`src/logic/rsp_pkg.sv`:
```
// Overview of operation
// - Host-ready output is undefined during reset and for 100 ms after.
// - During reset the shared pin is an input sampled as environment strap.
// - An undriven shared pin reads as strap value 1 through the pull-up.
// - After reset the shared pin drives the active-low expansion select.
// - Power-down lowers the clock rate and switches off some modules.
// - Power-down keeps stored messages and keeps date and time running.
// - Power-down drives all four message-memory selects to 1.
// - Power-down keeps issuing refresh cycles to dynamic message memories.
// - Port-B lines, bits 3 to 6, select the active message-memory device.
package rsp_pkg;
	localparam int unsigned CLK_HZ = 100000000;
	localparam int unsigned READY_HOLD_MS = 100;
	localparam int unsigned READY_HOLD_CYC = CLK_HZ / 1000 * READY_HOLD_MS;
	localparam int unsigned NUM_MSG_MEM = 4;
	localparam int unsigned SLOW_DIV = 16;
	localparam int unsigned REFRESH_CYC = 1560;
	localparam int unsigned TICK_CYC = 100000;
	localparam logic [3:0] SEL_ALL_OFF = 4'hf;
	localparam logic STRAP_RESET = 1'h1;

	typedef struct packed {
		logic powerDown;
		logic selValid;
		logic [1:0] selIndex;
		logic extMemAccess;
	} rsp_ctrl_t;

	typedef struct packed {
		logic [3:0] portBDeviceSelectLines;
		logic expansionMemSelectN;
		logic expansionMemSelectOe;
		logic refreshStrobe;
		logic clockSlowEnable;
		logic modulesOn;
		logic timeTick;
	} rsp_out_t;
endpackage

```
`src/logic/rsp_reset_strap_powerdown_ctrl.sv`:
```
`timescale 1ns/1ns
module rsp_reset_strap_powerdown_ctrl #(
	parameter int unsigned READY_HOLD_CYC = rsp_pkg::READY_HOLD_CYC,
	parameter int unsigned REFRESH_CYC = rsp_pkg::REFRESH_CYC,
	parameter int unsigned TICK_CYC = rsp_pkg::TICK_CYC
) (
	input wire logic clk_sys,
	input wire logic sys_rst,
	input wire logic resetInN,
	input wire logic testModeInput,
	input wire logic strapPinIn,
	input wire rsp_pkg::rsp_ctrl_t ctrlIn,
	input wire logic coreReady,
	output rsp_pkg::rsp_out_t outBus,
	output logic hostLinkReady,
	output logic hostLinkReadyValid,
	output logic environmentStrap,
	output logic inReset,
	output logic [31:0] timeOfDay
);
	// Pin inputs pass three flops; a reset or strap change counts once stages 2 and 3 agree.
	logic [2:0] rstSync_ff;
	logic [2:0] strapSync_ff;
	logic [2:0] tstSync_ff;
	logic rstFilt_ff;
	logic nxt_rstFilt;
	logic strapFilt_ff;
	logic nxt_strapFilt;

	always_ff @(posedge clk_sys or posedge sys_rst) begin
		if (sys_rst) begin
			rstSync_ff <= 3'h0;
			strapSync_ff <= 3'h7;
			tstSync_ff <= 3'h7;
			rstFilt_ff <= 1'h1;
			strapFilt_ff <= rsp_pkg::STRAP_RESET;
		end else begin
			rstSync_ff <= {rstSync_ff[1:0], resetInN};
			strapSync_ff <= {strapSync_ff[1:0], strapPinIn};
			tstSync_ff <= {tstSync_ff[1:0], testModeInput};
			rstFilt_ff <= nxt_rstFilt;
			strapFilt_ff <= nxt_strapFilt;
		end
	end

	always_comb begin
		nxt_rstFilt = rstFilt_ff;
		nxt_strapFilt = strapFilt_ff;
		if (rstSync_ff[1] == rstSync_ff[2]) begin
			nxt_rstFilt = ~rstSync_ff[2];
		end
		if (strapSync_ff[1] == strapSync_ff[2]) begin
			nxt_strapFilt = strapSync_ff[2];
		end
	end

	typedef enum {ST_RESET, ST_SETTLE, ST_RUN, ST_POWERDOWN} rsp_state_t;
	rsp_state_t state_ff;
	rsp_state_t nxt_state;
	logic [31:0] holdCnt_ff;
	logic [31:0] nxt_holdCnt;
	logic strap_ff;
	logic nxt_strap;
	logic [31:0] refCnt_ff;
	logic [31:0] nxt_refCnt;
	logic [31:0] tickCnt_ff;
	logic [31:0] nxt_tickCnt;
	logic [31:0] tod_ff;
	logic [31:0] nxt_tod;
	logic [3:0] slowCnt_ff;
	logic [3:0] nxt_slowCnt;
	rsp_pkg::rsp_out_t out_ff;
	rsp_pkg::rsp_out_t nxt_out;
	logic ready_ff;
	logic nxt_ready;
	logic readyValid_ff;
	logic nxt_readyValid;

	function automatic logic [3:0] decodeSel(input logic v, input logic [1:0] i);
		decodeSel = rsp_pkg::SEL_ALL_OFF;
		if (v) begin
			decodeSel[i] = 1'h0;
		end
	endfunction

	always_comb begin
		nxt_state = state_ff;
		nxt_holdCnt = holdCnt_ff;
		nxt_strap = strap_ff;
		nxt_refCnt = refCnt_ff;
		nxt_tickCnt = tickCnt_ff;
		nxt_tod = tod_ff;
		nxt_slowCnt = slowCnt_ff + 4'h1;
		nxt_out = '0;
		nxt_ready = 1'h0;
		nxt_readyValid = 1'h0;
		// Timekeeping runs in every state after reset, power-down included.
		if (tickCnt_ff >= TICK_CYC - 1) begin
			nxt_tickCnt = 32'h0;
			nxt_tod = tod_ff + 32'h1;
			nxt_out.timeTick = 1'h1;
		end else begin
			nxt_tickCnt = tickCnt_ff + 32'h1;
		end
		// Refresh keeps dynamic message memory alive in run and power-down.
		if (refCnt_ff >= REFRESH_CYC - 1) begin
			nxt_refCnt = 32'h0;
			nxt_out.refreshStrobe = 1'h1;
		end else begin
			nxt_refCnt = refCnt_ff + 32'h1;
		end
		nxt_out.portBDeviceSelectLines = rsp_pkg::SEL_ALL_OFF;
		nxt_out.expansionMemSelectN = 1'h1;
		case (state_ff)
			ST_RESET: begin
				nxt_strap = strapFilt_ff;
				nxt_holdCnt = 32'h0;
				nxt_refCnt = 32'h0;
				nxt_tickCnt = 32'h0;
				nxt_out.refreshStrobe = 1'h0;
				nxt_out.timeTick = 1'h0;
				if (!rstFilt_ff) begin
					nxt_state = ST_SETTLE;
				end
			end
			ST_SETTLE: begin
				nxt_out.expansionMemSelectOe = 1'h1;
				nxt_out.modulesOn = 1'h1;
				if (holdCnt_ff >= READY_HOLD_CYC - 1) begin
					nxt_state = ST_RUN;
				end else begin
					nxt_holdCnt = holdCnt_ff + 32'h1;
				end
			end
			ST_RUN: begin
				nxt_out.expansionMemSelectOe = 1'h1;
				nxt_out.expansionMemSelectN = ~ctrlIn.extMemAccess;
				nxt_out.modulesOn = 1'h1;
				nxt_out.portBDeviceSelectLines =
					decodeSel(ctrlIn.selValid, ctrlIn.selIndex);
				nxt_ready = coreReady;
				nxt_readyValid = 1'h1;
				if (ctrlIn.powerDown) begin
					nxt_state = ST_POWERDOWN;
				end
			end
			ST_POWERDOWN: begin
				nxt_out.expansionMemSelectOe = 1'h1;
				nxt_out.clockSlowEnable = (slowCnt_ff == 4'h0);
				nxt_out.modulesOn = 1'h0;
				nxt_out.portBDeviceSelectLines = rsp_pkg::SEL_ALL_OFF;
				nxt_readyValid = 1'h1;
				if (!ctrlIn.powerDown) begin
					nxt_state = ST_RUN;
				end
			end
			default: begin
				nxt_state = ST_RESET;
			end
		endcase
		if (state_ff != ST_POWERDOWN) begin
			nxt_out.clockSlowEnable = 1'h1;
		end
		if (rstFilt_ff) begin
			nxt_state = ST_RESET;
			nxt_out = '0;
			nxt_out.portBDeviceSelectLines = rsp_pkg::SEL_ALL_OFF;
			nxt_out.expansionMemSelectN = 1'h1;
			nxt_ready = 1'h0;
			nxt_readyValid = 1'h0;
		end
	end

	always_ff @(posedge clk_sys or posedge sys_rst) begin
		if (sys_rst) begin
			state_ff <= ST_RESET;
			holdCnt_ff <= 32'h0;
			strap_ff <= rsp_pkg::STRAP_RESET;
			refCnt_ff <= 32'h0;
			tickCnt_ff <= 32'h0;
			tod_ff <= 32'h0;
			slowCnt_ff <= 4'h0;
			out_ff <= '{portBDeviceSelectLines: 4'hf, expansionMemSelectN: 1'h1,
				default: 1'h0};
			ready_ff <= 1'h0;
			readyValid_ff <= 1'h0;
		end else begin
			state_ff <= nxt_state;
			holdCnt_ff <= nxt_holdCnt;
			strap_ff <= nxt_strap;
			refCnt_ff <= nxt_refCnt;
			tickCnt_ff <= nxt_tickCnt;
			tod_ff <= nxt_tod;
			slowCnt_ff <= nxt_slowCnt;
			out_ff <= nxt_out;
			ready_ff <= nxt_ready;
			readyValid_ff <= nxt_readyValid;
		end
	end

	logic inReset_ff;
	always_ff @(posedge clk_sys or posedge sys_rst) begin
		if (sys_rst) begin
			inReset_ff <= 1'h1;
		end else begin
			inReset_ff <= (nxt_state == ST_RESET);
		end
	end

	assign outBus = out_ff;
	assign hostLinkReady = ready_ff;
	assign hostLinkReadyValid = readyValid_ff;
	assign environmentStrap = strap_ff;
	assign inReset = inReset_ff;
	assign timeOfDay = tod_ff;
endmodule

```
`config.mk`:
```
export PLATFORM = sky130hd
export DESIGN_NAME = rsp_reset_strap_powerdown_ctrl
export DESIGN_NICKNAME = d
export VERILOG_FILES = /design/src/logic/rsp_pkg.sv /design/src/logic/rsp_reset_strap_powerdown_ctrl.sv
export SDC_FILE = /design/constraint.sdc
export NUM_CORES = 1
export LEC_CHECK = 0
export BUFFER_PORTS_ARGS = -buffer_cell sky130_fd_sc_hd__buf_4
export CORE_MARGIN = 10
export CORE_UTILIZATION = 55
export CTS_CLUSTER_DIAMETER = 40
export DETAILED_ROUTE_END_ITERATION = 7
export PLACE_DENSITY_LB_ADDON = 0.15
export SYNTH_ARGS = -nofsm -noshare
export SYNTH_HDL_FRONTEND = slang
export SYNTH_SLANG_ARGS = --single-unit
```
`constraint.sdc`:
```
create_clock -name clk_sys -period 8.9 [get_ports clk_sys]
set_clock_uncertainty 0.1 [all_clocks]
set_input_delay 1.335 -clock clk_sys [delete_from_list [all_inputs] [get_ports clk_sys]]
set_output_delay 1.335 -clock clk_sys [all_outputs]
set_load 0.01 [all_outputs]
```
Word-level counts from Yosys, hierarchy flattened

Cells that the tools add are included.

Bits in registers: 186
Latch bits: 0
Bits in writable memories: 0
Memory bits (read-only): 0
Input port bits: 11
Output and inout bits: 46
Word-level logic and storage cells: 79
Memories kept: 0

$add $sub $neg: 5
$mul: 0
Divide/modulo/power cells: 0
Order comparisons: 5
Equality and inequality tests: 7
Shift-type cells: 0
Multiplexer cells: 29
Bitwise operators: 3
Reduce and logical (&&, ||, !) cells: 9

Operator list:

| operator                | number |
|---|---|
| $mux W32                | 9 |
| $add A32 B1 Y32 const B | 4 |
| $pmux W32 S4            | 1 |
| $eq A32 B2 Y1 const B   | 2 |
| $logic_not A32 Y1       | 2 |
| $pmux W32 S2            | 1 |
| $eq A32 B1 Y1 const B   | 1 |
| $ge A32 B11 Y1 const B  | 1 |
| $ge A32 B17 Y1 const B  | 1 |
| $ge A32 B24 Y1 const B  | 1 |
| $ne A32 B3 Y1 const B   | 1 |
| $mux W1                 | 14 |
| $mux W10                | 1 |
| $mux W4                 | 2 |
| $add A4 B1 Y4 const B   | 1 |
| $logic_not A4 Y1        | 1 |
| $not A4 Y4              | 1 |
| $reduce_or A2 Y1        | 2 |
| $lt A2 B3 Y1 const B    | 1 |
| $reduce_or A3 Y1        | 1 |
| $demux W1 S2            | 1 |
| $eq A1 B1 Y1            | 2 |
| $ge A2 B1 Y1 const B    | 1 |
| $ne A2 B2 Y1 const B    | 1 |
| other kinds (4)         | 5 |

Depth between registers and ports, before layout

Gate-level depths: netlist (run 1).

Depth in word-level cells: 8
Depth in mapped cells: 8
Mapped depth without buffers: 7

Worst setup path before layout (run 1)

No wires, ideal clock.

Path type: register to register
Start point: reg state_ff[26]
End point: reg holdCnt_ff[7]
Arrival: 2141 ps
Slack: 6593 ps
Cell stages (with the launch flop): 7
Clock period less this slack: 2307 ps
Cell sequence: dfrtp_1 -> or4_4 -> nand4b_4 -> a211oi_4 -> nand2_4 -> or4_1 -> nand2_1

Cells in the longest elaborated chain, start to end: 3
Elaborated cells between the ends (all ways): 6

Ends and longest elaborated chain:

| item                                                         | line                                  | source |
|---|---|---|
| start, declared                                              | rsp_reset_strap_powerdown_ctrl.sv:58  | `rsp_state_t state_ff;` |
| start signal, assigned                                       | rsp_reset_strap_powerdown_ctrl.sv:188 | `state_ff <= nxt_state;` |
| $eq A32 B1 Y1 or $logic_not A32 Y1 (tied branches)           | rsp_reset_strap_powerdown_ctrl.sv:114 | `case (state_ff)` |
| $ne A2 B2 Y1 (no line) or $reduce_bool A2 Y1 (tied branches) | n/a                                   |  |
| $reduce_and A2 Y1 (no line)                                  | n/a                                   |  |
| end signal, assigned                                         | rsp_reset_strap_powerdown_ctrl.sv:189 | `holdCnt_ff <= nxt_holdCnt;` |
| end, declared                                                | rsp_reset_strap_powerdown_ctrl.sv:60  | `logic [31:0] holdCnt_ff;` |

Parallel ways exist; a longest one is shown, timed or not.
A chain may end at the register's enable or synchronous reset.

Final worst setup path (run 1)

Start point: reg tickCnt_ff[0]
End point: reg tod_ff[29] (netlist: timeOfDay[29])

Cells in the longest elaborated chain, start to end: 1

Ends and longest elaborated chain:

| item                   | line                                  | source |
|---|---|---|
| start, declared        | rsp_reset_strap_powerdown_ctrl.sv:66  | `logic [31:0] tickCnt_ff;` |
| start signal, assigned | rsp_reset_strap_powerdown_ctrl.sv:192 | `tickCnt_ff <= nxt_tickCnt;` |
| $ge A32 B17 Y1         | rsp_reset_strap_powerdown_ctrl.sv:98  | `if (tickCnt_ff >= TICK_CYC - 1) begin` |
| end signal, assigned   | rsp_reset_strap_powerdown_ctrl.sv:193 | `tod_ff <= nxt_tod;` |
| end, declared          | rsp_reset_strap_powerdown_ctrl.sv:68  | `logic [31:0] tod_ff;` |

Every way passes these cells.

==> out/metrics.cfg, run 1 <==
[floorplanning]
dieArea_mm2=0.0180
row_count=41
fp.dieH_um=134
start_util_pct=56.5
ios=57
core_mm2=0.0127
die_w_um=134

[place]
numPlacedInstances=883
place_congestion=0.861
io_buffers=55
dpl.hpwl_um=9090
dpl_cell_area_mm2=0.00803

[timing]
rsz0062_at_grt=no
worstMarginPinSlew_ns=1.13
tns_ns=0
slew_headroom_pct=24.1
min_period_ns=3.21
setup_viol=0
max_clock_freq_mhz=311
maxSlewViolCount=0
timing.final.crit_share_pct=36.1
finalHoldViolations=0

[logic_synthesis]
seq_area_frac_synth_pct=65.0
netlist.area_leader.share_pct=60.6
yosys.area_share.simple_pct=19.3
synthMuxAreaShare_pct=0.296
ys_warn_count=0
synth_edf_count=0
async_flop_share_pct=100
syn_area_mm2=0.00719
synth_cell_types=44
synthCells=601
yosys.area_share.adder_pct=1.18
postSynthAreaPerCell_um2=12.0
synth_xor_xnor_area_share_pct=7.68
synth-main-ff-cell=dfrtp_1
post-synth-top-area-cell=dfrtp_1
synth_top_family_by_area=simple AND/OR/NAND/NOR gates
synth_area_leaders=dfrtp_1, xnor2_1, dfstp_2
synth-compound-area-share_pct=4.86
ys_seq_elements=186

[pwr]
powerDensity_mw_per_mm2=195
ir_drop_mv=0.169
p_total_uw=1680
power_leakage_uw=0.00388

[global_routing]
grt_antenna_before_repair=0
grtUsageTotal_pct=15.7
grt_pass1_wl_um=23100
grt_max_degree=106
grt-ovfl-total=0
grt_pass1_vias=4824

[route]
drt_iter0_drc=408
postRouteAntennaNets=0
via_per_inst=5.30
wl_um=13300
route.detailed.drc=0
wl_per_cell_um=14.5
num_vias=4854
drt-pass1-iter-count=5

[status]
run_status=finished, final reports clean

[clock_tree]
post_cts_buffers=0
insertion_delay_ns=0.43
ctsLongestPathBuffers=2
cts_buffers=17
clkTransAtPathRegs_ns=0.07
tritoncts=built
htree_levels=4
cts_sinks=186
cts_hold_buf=0
clockRootBuffer=clkbuf_16
cts-resized-gates=0

[run]
max_cap_violations=0

[critical_path]
cp_slowest_cell=a31oi_1
timing.rr.start=tickCnt_ff[0]
required_ns=9.15
slowest_delay_ns=0.86
endpoint_kind=register
crit_top_cell=nand4_1
crit_type=reg -> reg
worstPathMaxFanout=11
cp.arrival_ns=3.47
startpoint=tickCnt_ff[0]
cp-start-kind=register
path_cells=ha_1, nand4_1, a211o_1, a31oi_1, nand4_1, nor4_1, xor2_1

[cells_and_area]
design_area_mm2=0.00859
instances_no_fill=915
insertedDiodeCount=0
layout_common_cells=dfrtp_1, conb_1, nor2_1, buf_4, nand3_1
syn_to_final_growth_pct=19.5
layout.nets=747
final_common_cell=dfrtp_1
drive_gt1_share_pct=14.8

[worst_hold_path]
hp-start=rstSync_ff[0]
hold_class=reg -> reg

==> metal layers <==
metal / vias up / share of wire (%) / GRT usage [%] / wire length (um)
li1: 2318 / - / - / -
met1: 2391 / 43 / 19.6 / 5730
met2: 125 / 50 / 25.2 / 6630
met3: 20 / 5.7 / 4.78 / 759
met4: 0 / 1.4 / 6.23 / 186
met5: - / 0 / 0 / 0
==> cell families after synthesis <==
kind of cell	after synthesis
xor gates and xnor gates	63
muxes	2
adders and majority gates	7
and+or+nand+nor	263
buffers and inverters	31
other	1
DFF	186
AOI/OAI and AO/OA	48
==> final cells by class <==
type | count | area, um2
multi-input combinational | 449 | 2640
inverter | 19 | 76.3
timing repair buffer | 57 | 428
clock buffer | 18 | 429
fill | 976 | 4130
tap | 172 | 215
sequential | 186 | 4670
clock inverter | 14 | 126
==> cells in the mapped netlist (all sizes together), types with 2 or more instances <==
cell and number:
dfrtp 174, nor2 60, nand3 47, nand2 39, xnor2 37, xor2 26
nand4 24, nor4 24, inv 19, nor3 17, and3 14, clkbuf 12
dfstp 12, o211ai 12, and4 10, and2 9, o31ai 9, o21ai 8
a31oi 7, or4 7, ha 6, or3 5, a21oi 4, a211oi 3
nand4b 3, or2 2
==> critical path: cells and delay by family, from the launching register on <==
kind	cells	cell delay, ns
AND/OR/NAND/NOR	3	1.02
flip-flops	1	0.40
AO/OA/AOI/OAI	2	1.20
XOR/XNOR	1	0.16
adder cells (fa/ha/maj)	1	0.24
==> flip-flops by register name, summed over array words and instances (netlist names), 3 cells and up <==
| signal | cells |
|---|---|
| strapSync_ff | 3 |
| outBus | 10 |
| slowCnt_ff | 4 |
| timeOfDay | 32 |
| rstSync_ff | 3 |
| tickCnt_ff | 32 |
| state_ff | 32 |
| refCnt_ff | 32 |
| holdCnt_ff | 32 |
==> metrics by stage <==
step	util [%]	setup slack, ns	hold slack (ns)
floorplan	-	2.43	0.231
global placement	63.1	5.71	0.240
detailed placement	63.1	5.65	0.238
CTS	67.5	5.69	0.253
global route	67.5	5.37	0.257
finish	67.5	5.69	0.250
==> where the power goes <==
group / internal (uW) / total [uW] / switching, uW
combinational: 29.5 / 69.6 / 40.1
sequential: 877 / 907 / 30.0
clock: 369 / 699 / 331
total: 1280 / 1680 / 401
==> worst paths after layout <==
check | to | slack (ns) | depth (start not counted)
worst max-delay path | timeOfDay[29] | 5.69 | 7
worst min-delay path | rstSync_ff[1] | 0.25 | 0
worst max register to register | timeOfDay[29] | 5.69 | 7
worst min register to register | rstSync_ff[1] | 0.25 | 0
max in group asynchronous | state_ff[2] | 6.27 | 3
min in group asynchronous | tickCnt_ff[12] | 0.98 | 2
No activity file was read; power rests on OpenSTA's default activity.
==> inputs of run 2 (changes only) <==
CORE_UTILIZATION = 53   (was 55)
clock period = 2.7 ns   (was 8.9 ns; I/O delays follow)
==> out/metrics.cfg, run 2 (synthesis gave the netlist of run 1 again) <==
[status]
run_status=finished, final reports clean  ; unchanged

[route]
postRouteAntennaNets=0  ; unchanged
drt-pass1-iter-count=5  ; unchanged
wl_um=13700  ; was 13300 um
num_vias=4976  ; was 4854
drt_iter0_drc=265  ; was 408
via_per_inst=5.30  ; about the same
wl_per_cell_um=14.7  ; was 14.5 um
route.detailed.drc=0  ; unchanged

[clock_tree]
cts_buffers=17  ; unchanged
ctsLongestPathBuffers=2  ; unchanged
htree_levels=4  ; unchanged
insertion_delay_ns=0.42  ; was 0.43 ns
cts-resized-gates=0  ; unchanged
clkTransAtPathRegs_ns=0.06  ; was 0.07 ns
clockRootBuffer=clkbuf_16  ; unchanged
tritoncts=built  ; unchanged
cts_sinks=186  ; unchanged
post_cts_buffers=0  ; unchanged

[critical_path]
crit_type=reg -> reg  ; unchanged
cp-start-kind=register  ; unchanged
cp.arrival_ns=2.68  ; was 3.47 ns
cp.depth=5  ; was 7
endpoint=refCnt_ff[6]  ; was timeOfDay[29]
endpoint_kind=register  ; unchanged
path_buf_inv=0  ; unchanged
timing.rr.start=state_ff[26]  ; was tickCnt_ff[0]
ff2ff_setup_slack_ns=0.21  ; was 5.69 ns
cp_slowest_cell=or3_1  ; was a31oi_1
r2r_end=refCnt_ff[6]  ; was timeOfDay[29]
slowest_delay_ns=0.63  ; was 0.86 ns
required_ns=2.89  ; was 9.15 ns
startpoint=state_ff[26]  ; was tickCnt_ff[0]
worstRegToRegCells=5  ; was 7
path_cells=or4_4, nand4b_4, or3_1, nand2_1, nor2_1  ; was ha_1, nand4_1, a211o_1, a31oi_1, nand4_1, nor4_1, xor2_1
cp_top_family=simple AND/OR/NAND/NOR gates  ; was compound AO/OA/AOI/OAI gates
worstPathMaxFanout=15  ; was 11

[cells_and_area]
fin_util_pct=66.6  ; was 67.5%
instances_no_fill=938  ; was 915
design_area_mm2=0.00882  ; was 0.00859 mm2
final_common_cell=dfrtp_1  ; unchanged
insertedDiodeCount=0  ; unchanged
layout_common_cells=dfrtp_1, buf_4, conb_1, nor2_1, nand3_1  ; was dfrtp_1, conb_1, nor2_1, buf_4, nand3_1
drive_gt1_share_pct=16.5  ; was 14.8%
layout.nets=766  ; was 747
syn_to_final_growth_pct=22.7  ; was 19.5%

[floorplanning]
fp.dieH_um=136  ; was 134 um
start_util_pct=54.3  ; was 56.5%
dieArea_mm2=0.0186  ; was 0.0180 mm2
ios=57  ; unchanged
row_count=42  ; was 41
die_w_um=136  ; was 134 um
core_mm2=0.0132  ; was 0.0127 mm2

[timing]
min_period_ns=2.49  ; was 3.21 ns
worstMarginPinSlew_ns=0.675  ; was 1.13 ns
max_clock_freq_mhz=401  ; was 311 MHz
finalHoldViolations=0  ; unchanged
maxSlewViolCount=0  ; unchanged
slew_headroom_pct=54.9  ; was 24.1%
timing.final.crit_share_pct=92.4  ; was 36.1%
hold_ws_ns=0.0261  ; was 0.250 ns
rsz0062_at_grt=no  ; unchanged
setup_viol=0  ; unchanged

[run]
max_cap_violations=0  ; unchanged

[place]
dpl.hpwl_um=9790  ; was 9090 um
io_buffers=55  ; unchanged
numPlacedInstances=903  ; was 883
place_congestion=0.866  ; was 0.861
dpl_cell_area_mm2=0.00821  ; was 0.00803 mm2

[pwr]
powerDensity_mw_per_mm2=643  ; was 195 mW/mm2
power_leakage_uw=0.00400  ; was 0.00388 uW
ir_drop_mv=0.422  ; was 0.169 mV

[global_routing]
grt-ovfl-total=0  ; unchanged
grt_antenna_before_repair=0  ; unchanged
grt_pass1_wl_um=23400  ; was 23100 um
grt_pass1_vias=4950  ; was 4824
grtUsageTotal_pct=15.6  ; was 15.7%
grt_max_degree=43  ; was 106

[worst_hold_path]
hold_class=in -> reg  ; was reg -> reg

==> run 2: changes by cell type in the layout (fill, tap and decap cells not counted) <==
cell and change:
dlygate4sd3_1 +3, clkinv_2 +3, inv_6 -3, clkbuf_8 +1, buf_4 +12, buf_12 +4
inv_8 -3, bufinv_16 +2, clkinv_4 -2, clkinvlp_4 +2
==> run 2: stage by stage <==
step	TNS (ns)	setup slack [ns]	power (uW)
global route	0	0.0926	5900
detailed placement	0	0.234	3300
floorplan	-32.66	-0.188	3150
CTS	0	0.207	5730
finish	0	0.206	5670
global placement	0	0.296	3290
==> run 2: layer usage <==
layer	routed length, um	track usage, %	up-vias	share of wire [%]
li1	-	-	2352	-
met1	5870	19.2	2476	43
met2	6870	25.7	135	50
met3	874	4.50	13	6.4
met4	142	5.44	0	1.0
met5	0	0	-	0
==> run 2: worst register-to-register path, cell delays in order (launching register included) <==
cell,delay [ns]
dfrtp_1,0.36
or4_4,0.55
nand4b_4,0.23
or3_1,0.63
nand2_1,0.38
nor2_1,0.10
==> run 2: what timing repair did <==
item / CTS / global route
hold buffers: 3 / 0
endpoints found under the hold margin: 23 / 0
setup endpoints to repair: 0 / 0
==> run 2: worst min path at each step <==
stage | startpoint | endpoint | cells past startpoint | slack (ns)
after CTS | ctrlIn[1] | outBus[7] | 2 | 0.008
after floorplan | rstSync_ff[0] | rstSync_ff[1] | 0 | 0.23
final | ctrlIn[1] | outBus[7] | 2 | 0.03
after global placement | rstSync_ff[0] | rstSync_ff[1] | 0 | 0.24
after detailed placement | strapSync_ff[0] | strapSync_ff[1] | 0 | 0.25
after global routing | ctrlIn[1] | outBus[7] | 2 | 0.02
==> run 2: cell type report <==
class                           instances  area, um2
Clock inverter                         13        140
Inverter                               19       75.1
Multi-Input combinational cell        449       2640
Timing Repair Buffer                   76        628
Fill cell                            1032       4420
Clock buffer                           19        443
Tap cell                              176        220
Sequential cell                       186       4670
==> run 2: power by group <==
| part | total, uW | switching, uW | internal, uW |
|---|---|---|---|
| clock | 2420 | 1030 | 1390 |
| sequential | 2990 | 101 | 2890 |
| combinational | 255 | 141 | 114 |
